===== src/sqs_params.svh =====
`ifndef SQS_PARAMS_SVH
`define SQS_PARAMS_SVH
// register indices, byte address is four times the index
`define SQS_IDX_CTRL1 6'h34
`define SQS_IDX_CTRL2 6'h35
`define SQS_IDX_RESLO 6'h36
`define SQS_IDX_RESHI 6'h37
`define SQS_IDX_EVST 6'h38
`define SQS_IDX_EVMSK 6'h39
// first control register fields
`define SQS_C1_TRIG 0
`define SQS_C1_BUSY 2
`define SQS_C1_DONE 3
`define SQS_C1_CHLO 4
// second control register fields
`define SQS_C2_RESV 0
`define SQS_C2_CONT 1
`define SQS_C2_IRQEN 3
`define SQS_C2_CKSEL 4
// event status bits
`define SQS_EV_DONE 0
`define SQS_EV_RETRIG 1
// reset values
`define SQS_RST_CHAN 3'h0
`define SQS_RST_EVMSK 2'h0
// timing in instruction cycles
`define SQS_SAMPLE_CYC 16
`define SQS_BIT_CYC 4
`define SQS_TAIL_CYC 4
`define SQS_TB_BITS 8
// bus answers
`define SQS_RESP_OKAY 2'h0
`define SQS_RESP_SLVERR 2'h2
`endif


===== src/sqs_pkg.sv =====
package sqs_pkg;
   typedef enum logic [1:0] {ST_IDLE, ST_SAMPLE, ST_CONVERT, ST_FINISH} sqs_phase_t;
   typedef struct packed {
      logic awvalid;
      logic [7:0] awaddr;
      logic wvalid;
      logic [31:0] wdata;
      logic [3:0] wstrb;
      logic bready;
      logic arvalid;
      logic [7:0] araddr;
      logic rready;
   } sqs_axi_req_t;
   typedef struct packed {
      logic awready;
      logic wready;
      logic bvalid;
      logic [1:0] bresp;
      logic arready;
      logic rvalid;
      logic [31:0] rdata;
      logic [1:0] rresp;
   } sqs_axi_rsp_t;
   typedef struct packed {
      sqs_phase_t phase;
      logic [5:0] cnt;
      logic [3:0] bitIdx;
      logic [9:0] trial;
      logic [9:0] result;
      logic [2:0] channel;
      logic doneFlag;
      logic irqEn;
      logic contEn;
      logic clkSel;
      logic [1:0] evtStat;
      logic [1:0] evtMask;
      logic [7:0] tbDiv;
      logic tbBitQ;
      logic extS1;
      logic extS2;
      logic extQ;
      logic compS1;
      logic compS2;
      logic awHave;
      logic [7:0] awAddr;
      logic wHave;
      logic [7:0] wData;
      logic wStrb0;
      logic bValid;
      logic [1:0] bResp;
      logic rValid;
      logic [7:0] rData;
      logic [1:0] rResp;
   } sqs_state_t;
endpackage : sqs_pkg


===== src/sqs_conv_seq.sv =====
`include "sqs_params.svh"
// Operation
// - old result kept until trigger, then undefined
// - input connected 16 cycles, then comparison
// - reset, stop or watch halts conversion
// - retrigger at completion leaves done unset
// - irq held while done and enable set
// - timebase trigger stops with oscillator; clear disturbs
// - low eight bits at 36, upper two at 37
// - done bit3, busy bit2, trigger bit0, continuous bit1
// - busy high whole conversion, cleared at end
// - zero write: channel 0, done cleared
// - completion sets done; write zero clears it
// - software trigger only without continuous mode
// - clock select: timebase or external pin
// - about 60 cycles, MSB first into result
module sqs_conv_seq import sqs_pkg::*; (
   // clock and reset
   input wire logic clk,
   input wire logic resetn,
   // register bus
   input wire sqs_axi_req_t axiReq,
   output sqs_axi_rsp_t axiRsp,
   // analog front end
   output logic [2:0] channelSel,
   output logic sampleConnect,
   output logic [9:0] trialCode,
   input wire logic compBit,
   // trigger sources and power modes
   input wire logic extTrigPin,
   input wire logic mainOscRun,
   input wire logic tbClear,
   input wire logic haltReq,
   // interrupt
   output logic convIrqLine
);
   sqs_state_t s;
   sqs_state_t n;
   logic wrEn;
   logic wrOk;
   logic [5:0] wIdx;
   logic [5:0] rIdx;
   logic wrCtrl1;
   logic swTrig;
   logic tbRise;
   logic extRise;
   logic contTrig;
   logic trig;
   logic finishing;
   logic lastBit;
   logic [7:0] rdVal;
   logic rdOk;
   logic awHs;
   logic wHs;
   logic arHs;

   assign wIdx = s.awAddr[7:2];
   assign rIdx = axiReq.araddr[7:2];
   assign wrEn = s.awHave & s.wHave & ~s.bValid;
   assign wrOk = wrEn & (s.awAddr[1:0] == 2'h0) & s.wStrb0;
   assign wrCtrl1 = wrOk & (wIdx == `SQS_IDX_CTRL1);
   assign awHs = axiReq.awvalid & axiRsp.awready;
   assign wHs = axiReq.wvalid & axiRsp.wready;
   assign arHs = axiReq.arvalid & axiRsp.arready;

   // timebase edge only while the oscillator runs
   assign tbRise = s.tbDiv[`SQS_TB_BITS-1] & ~s.tbBitQ;
   assign extRise = s.extS2 & ~s.extQ;
   assign contTrig = s.contEn & (s.clkSel ? extRise : tbRise);
   assign swTrig = wrCtrl1 & s.wData[`SQS_C1_TRIG] & ~s.contEn;
   assign trig = (swTrig | contTrig) & ~haltReq;
   assign lastBit = (s.phase == ST_CONVERT) && (s.bitIdx == 4'h0)
      && (s.cnt == 6'(`SQS_BIT_CYC - 1));
   assign finishing = (s.phase == ST_FINISH) && (s.cnt == 6'(`SQS_TAIL_CYC - 1));

   always_comb begin
      rdOk = 1'b1;
      rdVal = 8'h00;
      case (rIdx)
         `SQS_IDX_CTRL1: begin
            rdVal[`SQS_C1_CHLO +: 3] = s.channel;
            rdVal[`SQS_C1_DONE] = s.doneFlag;
            rdVal[`SQS_C1_BUSY] = (s.phase != ST_IDLE);
         end
         `SQS_IDX_CTRL2: begin
            rdVal[`SQS_C2_RESV] = 1'b1;
            rdVal[`SQS_C2_CONT] = s.contEn;
            rdVal[`SQS_C2_IRQEN] = s.irqEn;
            rdVal[`SQS_C2_CKSEL] = s.clkSel;
         end
         `SQS_IDX_RESLO: rdVal = s.result[7:0];
         `SQS_IDX_RESHI: rdVal = {6'h00, s.result[9:8]};
         `SQS_IDX_EVST: rdVal = {6'h00, s.evtStat};
         `SQS_IDX_EVMSK: rdVal = {6'h00, s.evtMask};
         default: rdOk = 1'b0;
      endcase
      if (axiReq.araddr[1:0] != 2'h0) begin
         rdOk = 1'b0;
         rdVal = 8'h00;
      end
   end

   always_comb begin
      n = s;
      // synchronisers for the pin and the comparator
      n.extS1 = extTrigPin;
      n.extS2 = s.extS1;
      n.extQ = s.extS2;
      n.compS1 = compBit;
      n.compS2 = s.compS1;
      // clearing restarts the period, so the next edge comes 128 counts after the clear
      if (tbClear) begin
         n.tbDiv = 8'h00;
      end else if (mainOscRun) begin
         n.tbDiv = s.tbDiv + 8'h01;
      end
      n.tbBitQ = s.tbDiv[`SQS_TB_BITS-1];
      // write address and data in either order
      if (awHs) begin
         n.awHave = 1'b1;
         n.awAddr = axiReq.awaddr;
      end
      if (wHs) begin
         n.wHave = 1'b1;
         n.wData = axiReq.wdata[7:0];
         n.wStrb0 = axiReq.wstrb[0];
      end
      if (wrEn) begin
         n.awHave = 1'b0;
         n.wHave = 1'b0;
         n.bValid = 1'b1;
         n.bResp = `SQS_RESP_OKAY;
         if (s.awAddr[1:0] != 2'h0 || wIdx < `SQS_IDX_CTRL1 || wIdx > `SQS_IDX_EVMSK) begin
            n.bResp = `SQS_RESP_SLVERR;
         end
      end else if (s.bValid && axiReq.bready) begin
         n.bValid = 1'b0;
      end
      if (arHs) begin
         n.rValid = 1'b1;
         n.rData = rdVal;
         n.rResp = rdOk ? `SQS_RESP_OKAY : `SQS_RESP_SLVERR;
      end else if (s.rValid && axiReq.rready) begin
         n.rValid = 1'b0;
      end
      // register writes; busy and the trigger bit store nothing
      if (wrCtrl1) begin
         n.channel = s.wData[`SQS_C1_CHLO +: 3];
         if (!s.wData[`SQS_C1_DONE]) begin
            n.doneFlag = 1'b0;
         end
      end
      if (wrOk && wIdx == `SQS_IDX_CTRL2) begin
         n.contEn = s.wData[`SQS_C2_CONT];
         n.irqEn = s.wData[`SQS_C2_IRQEN];
         n.clkSel = s.wData[`SQS_C2_CKSEL];
      end
      if (wrOk && wIdx == `SQS_IDX_RESLO) begin
         n.result[7:0] = s.wData;
      end
      if (wrOk && wIdx == `SQS_IDX_RESHI) begin
         n.result[9:8] = s.wData[1:0];
      end
      if (wrOk && wIdx == `SQS_IDX_EVST) begin
         n.evtStat = s.evtStat & ~s.wData[1:0];
      end
      if (wrOk && wIdx == `SQS_IDX_EVMSK) begin
         n.evtMask = s.wData[1:0];
      end
      // conversion sequence
      case (s.phase)
         ST_IDLE: begin
         end
         ST_SAMPLE: begin
            n.cnt = s.cnt + 6'h01;
            if (s.cnt == 6'(`SQS_SAMPLE_CYC - 1)) begin
               n.phase = ST_CONVERT;
               n.cnt = 6'h00;
            end
         end
         ST_CONVERT: begin
            n.cnt = s.cnt + 6'h01;
            if (s.cnt == 6'(`SQS_BIT_CYC - 1)) begin
               n.cnt = 6'h00;
               // decided bit goes straight to the result
               n.result[s.bitIdx] = s.compS2;
               n.trial[s.bitIdx] = s.compS2;
               if (lastBit) begin
                  n.phase = ST_FINISH;
               end else begin
                  n.trial[s.bitIdx - 4'h1] = 1'b1;
                  n.bitIdx = s.bitIdx - 4'h1;
               end
            end
         end
         ST_FINISH: begin
            n.cnt = s.cnt + 6'h01;
            if (finishing) begin
               n.phase = ST_IDLE;
               n.cnt = 6'h00;
               n.evtStat[`SQS_EV_DONE] = 1'b1;
               if (!trig) begin
                  n.doneFlag = 1'b1;
               end
            end
         end
         default: begin
            n.phase = ST_IDLE;
         end
      endcase
      // any trigger aborts and restarts from sampling
      if (trig) begin
         if (s.phase != ST_IDLE && !finishing) begin
            n.evtStat[`SQS_EV_RETRIG] = 1'b1;
         end
         n.phase = ST_SAMPLE;
         n.cnt = 6'h00;
         n.bitIdx = 4'h9;
         n.trial = 10'h200;
         n.result = 10'h000;
      end
      if (haltReq) begin
         n.phase = ST_IDLE;
         n.cnt = 6'h00;
      end
   end

   always_ff @(posedge clk or negedge resetn) begin
      if (!resetn) begin
         s <= '0;
         s.phase <= ST_IDLE;
         s.channel <= `SQS_RST_CHAN;
         s.evtMask <= `SQS_RST_EVMSK;
      end else begin
         s <= n;
      end
   end

   always_comb begin
      axiRsp = '0;
      axiRsp.awready = ~s.awHave & ~s.bValid;
      axiRsp.wready = ~s.wHave & ~s.bValid;
      axiRsp.bvalid = s.bValid;
      axiRsp.bresp = s.bResp;
      axiRsp.arready = ~s.rValid;
      axiRsp.rvalid = s.rValid;
      axiRsp.rdata = {24'h000000, s.rData};
      axiRsp.rresp = s.rResp;
   end

   assign channelSel = s.channel;
   assign trialCode = s.trial;
   assign sampleConnect = (s.phase == ST_SAMPLE);
   // done flag level keeps the request up until software clears it
   assign convIrqLine = (s.doneFlag & s.irqEn) | (|(s.evtStat & s.evtMask));
endmodule : sqs_conv_seq


===== config.mk =====
export PLATFORM = sky130hd
export DESIGN_NAME = sqs_conv_seq
export DESIGN_NICKNAME = d
export VERILOG_FILES = /design/src/sqs_pkg.sv /design/src/sqs_conv_seq.sv
export VERILOG_INCLUDE_DIRS = /design/src
export SDC_FILE = /design/constraint.sdc
export NUM_CORES = 1
export LEC_CHECK = 0
export ABC_AREA = 1
export ABC_CLOCK_PERIOD_IN_PS = 1700
export BUFFER_PORTS_ARGS = -buffer_cell sky130_fd_sc_hd__buf_2
export CAP_MARGIN = 20
export CORE_ASPECT_RATIO = 1.5
export CORE_MARGIN = 2
export CORE_UTILIZATION = 45
export CTS_CLUSTER_SIZE = 25
export DETAILED_ROUTE_END_ITERATION = 12
export PLACE_DENSITY = 0.75
export SLEW_MARGIN = 0
export SYNTH_ARGS = -nofsm -noshare
export SYNTH_HDL_FRONTEND = slang
export SYNTH_SLANG_ARGS = --single-unit

===== constraint.sdc =====
create_clock -name clk -period 1.7 [get_ports clk]
set_clock_uncertainty 0.1 [all_clocks]
set_input_delay 0.17 -clock clk [delete_from_list [all_inputs] [get_ports clk]]
set_output_delay 0.17 -clock clk [all_outputs]
set_load 0.01 [all_outputs]

==> qor.txt <==
Clk Tree Root Cell = sky130_fd_sc_hd__clkbuf_16
Util after Layout = 0.5826
Top achievable clock speed = 606.0 MHz
Combinational family with the most area after synthesis = simple AND/OR/NAND/NOR gates
Power per Cell Area = 923.8 nW/um^2
Die boundary height = 133.0 um
Clock tree from TritonCTS = yes
DRC violation count after routing = 0
Area used by multi-input combinational logic = 2310 sq um
Largest incremental delay on the critical path = 0.39 ns
Post-Synth Simple-Gate Area = 0.2317
Synth warn = 0
Via count of the first global-routing pass = 4485
Total congestion overflow after global routing = 0
Cell area after technology mapping = 4990 sq um
Wire length after detailed routing = 12.74 mm
Adder-Cell Fraction of Synth Area = 0.02006
Class of the most critical setup path = reg2reg
Number of buffers inserted during clock tree synthesis = 9
Top cell type's share of synthesized area = 0.4413
Clock-pin slew reported for the worst setup and hold paths after clock tree synthesis = 0.07 ns
CP Launch Type = flip-flop
Crit path max-delay family = simple AND/OR/NAND/NOR gates
Total number of vias = 4574
DR pass1 iterations = 5
Filler Cell Count = 965
Total track usage = 0.2072
Fraction of the mapped netlist area in compound gates = 0.1367
Non-filler instance count after layout = 890
Area contributors post-synth = sky130_fd_sc_hd__dfrtp_1 (44%), sky130_fd_sc_hd__nand2_1 (9.3%), sky130_fd_sc_hd__buf_4 (7.7%), sky130_fd_sc_hd__inv_1 (5.5%), sky130_fd_sc_hd__o21ai_0 (5.1%)
Dominant cell type by area after synthesis = sky130_fd_sc_hd__dfrtp_1
Area share of xor/xnor cells in the synthesized design = 0.003511
Leakage power total = 3.156 nW
Commonest cells in the synthesized netlist = sky130_fd_sc_hd__nand2_1 (123), sky130_fd_sc_hd__dfrtp_1 (88), sky130_fd_sc_hd__inv_1 (73)
Final setup vio count = 0
Routed length per instance = 14.32 um
Die area = 11960 sq um
Number of ports placed on the die boundary = 120
Per-cell via count in the routed design = 5.139
CP Data Required Time = 1.84 ns
Worst IR drop on VDD = 905.3 uV
Gpl congestion = 0.9168
Mean post-synth cell area = 8.048 sq um
Row Count = 47
Number of nets with antenna violations after routing = 0
Clock sink count = 88
Setup repair after global routing missed its margin = yes
Result of the run = finished clean
Synthesis-to-finish area growth = 27.71%
Combined buffer and inverter count along the critical path = 1
Count of buffers from port buffering = 66
Post-synthesis sequential area ratio = 0.4413
Placeable core region = 10940 sq um
Total of flip-flops plus latches after synthesis = 88
Max-slew violation total from the final report = 0
Ratio of final minimum period to clock period = 0.9708
Initial Util = 0.4562
Fraction of registers with async set or reset after synthesis = 1.000
Global-route wire length before repair = 20.12 mm
Number of antenna violations at the first check in global routing = 0
Dominant synthesized flop cell = sky130_fd_sc_hd__dfrtp_1
Min-Delay Path Class = in2reg
CTS H-tree lvls = 3
Max cap viols = 0
Clock latency on the worst-skew pair = 0.35 ns
Final hold violation count = 0
Data arrival time at the worst-slack endpoint = 1.79 ns
Final worst path period need = 1.650 ns
Most frequent cell after synthesis = sky130_fd_sc_hd__nand2_1
Number of distinct library cells after synthesis = 39
Post-Place Cells = 836
Element type at the critical path end = flip-flop
N_diodes = 0
Layout net count = 810
Total half-perimeter wirelength after legalization and detailed placement = 8.948 mm
Critical Path Slowest Stage Cell = sky130_fd_sc_hd__dfrtp_1
Maximum number of pins on one net before global-route repair = 34
Die Span X = 89.98 um
Max Buffers Root-to-Sink = 2
Seq. cell area = 2203 sq um
Highest net fanout along the worst path = 7
Layout cells sized above 1 = 0.2651
Share of cell area taken by muxes after synthesis = 0.01805
Number of flops mapped to enable cells by yosys = 0
Synthesized instance count = 620
Worst-path cell chain = nor2_2, nand2_2, nor2_8, nand3_4, nand2_4, nand2_8, clkbuf_16, nand3_2, nand2_1
First-iteration detailed-routing DRC count = 220
## worst paths after layout
check | from | end | slack [ns] | cells after the start
setup reg to reg | s[24] | trialCode[3] | 0.05 | 9
setup / recovery | s[24] | trialCode[3] | 0.05 | 9
max in group asynchronous | resetn | s[80] | 0.74 | 3
min in group asynchronous | resetn | s[39] | 0.21 | 2
hold reg to reg | n[33] | s[33] | 0.25 | 0
hold / removal | axiReq[9] | axiRsp[1] | 0.08 | 5
## per-stage QoR
stage / total power [mW] / setup WS [ns] / hold WS [ns] / setup TNS [ns] / area (sq um)
finish: 5.887 / 0.04972 / 0.07806 / 0 / 6372
global route: 6.196 / -0.03428 / 0.1459 / -0.3745 / 6372
CTS: 5.900 / -0.01398 / 0.07421 / -0.01904 / 6078
detailed placement: 3.753 / -0.07123 / 0.05285 / -0.09763 / 5488
global placement: 3.691 / -0.06198 / 0.04368 / -0.09701 / 5488
floorplan: 3.368 / 0.1126 / -0.2256 / 0 / 5084
## cell type report
type / instances / area share
repair buffers: 141 / 0.1659
inverters: 79 / 0.04732
clock buffers: 11 / 0.03966
clock inverters: 5 / 0.01001
flip-flops and latches: 88 / 0.3458
multi-input cells: 419 / 0.3625
well taps: 147 / 0.02886
## timing repair
action | in CTS | in global routing
gates cloned | 0 | 2
pin swaps | 0 | 13
gates resized for setup | 3 | 56
hold endpoints to repair | 54 | 0
setup buffers | 0 | 10
hold buffers | 26 | 0
setup endpoints to repair | 9 | 31
## state kept, by name, summed over array words and instances (netlist names)
register,cells
n,4
s,59
channelSel,3
trialCode,10
axiRsp,12
## worst register-to-register path, delay by kind of cell, from the launching register on
kind | cells | cell delay (ns)
AND/OR/NAND/NOR | 8 | 0.85
flip-flops | 1 | 0.39
buffers and inverters | 1 | 0.19
## where the power goes
group          total [mW]  leakage, nW  switching (mW)  internal, mW
Combinational        1.19         1.93           0.674         0.513
Sequential           2.61         1.08           0.220          2.39
Clock                2.09        0.152           0.860          1.23
Total                5.89         3.16            1.75          4.13
## cell families after synthesis
kind of cell / count (synthesis)
AND/OR/NAND/NOR: 257
buffers and inverters: 138
AO/OA/AOI/OAI: 118
flip-flops: 88
adder cells (fa/ha/maj): 8
multiplexers: 8
XOR/XNOR: 2
other: 1
## cell usage in the layout (no fill, tap or decap), drive strengths merged, types with 10 or more instances in the layout
master and instances:
a21oi 27, buf 113, clkbuf 13, conb 26, dfrtp 88, dlygate4sd3 26
inv 78, nand2 128, nand3 50, nand4 10, nor2 63, o211ai 12
o21ai 55
## per-layer routing
layer,GRT usage,part of all wire,vias up
li1,-,-,2193
met1,0.2241,0.38,2201
met2,0.3834,0.54,148
met3,0.03645,0.043,32
met4,0.1094,0.033,0
met5,0,0,-
No activity file was read; power rests on OpenSTA's default activity.
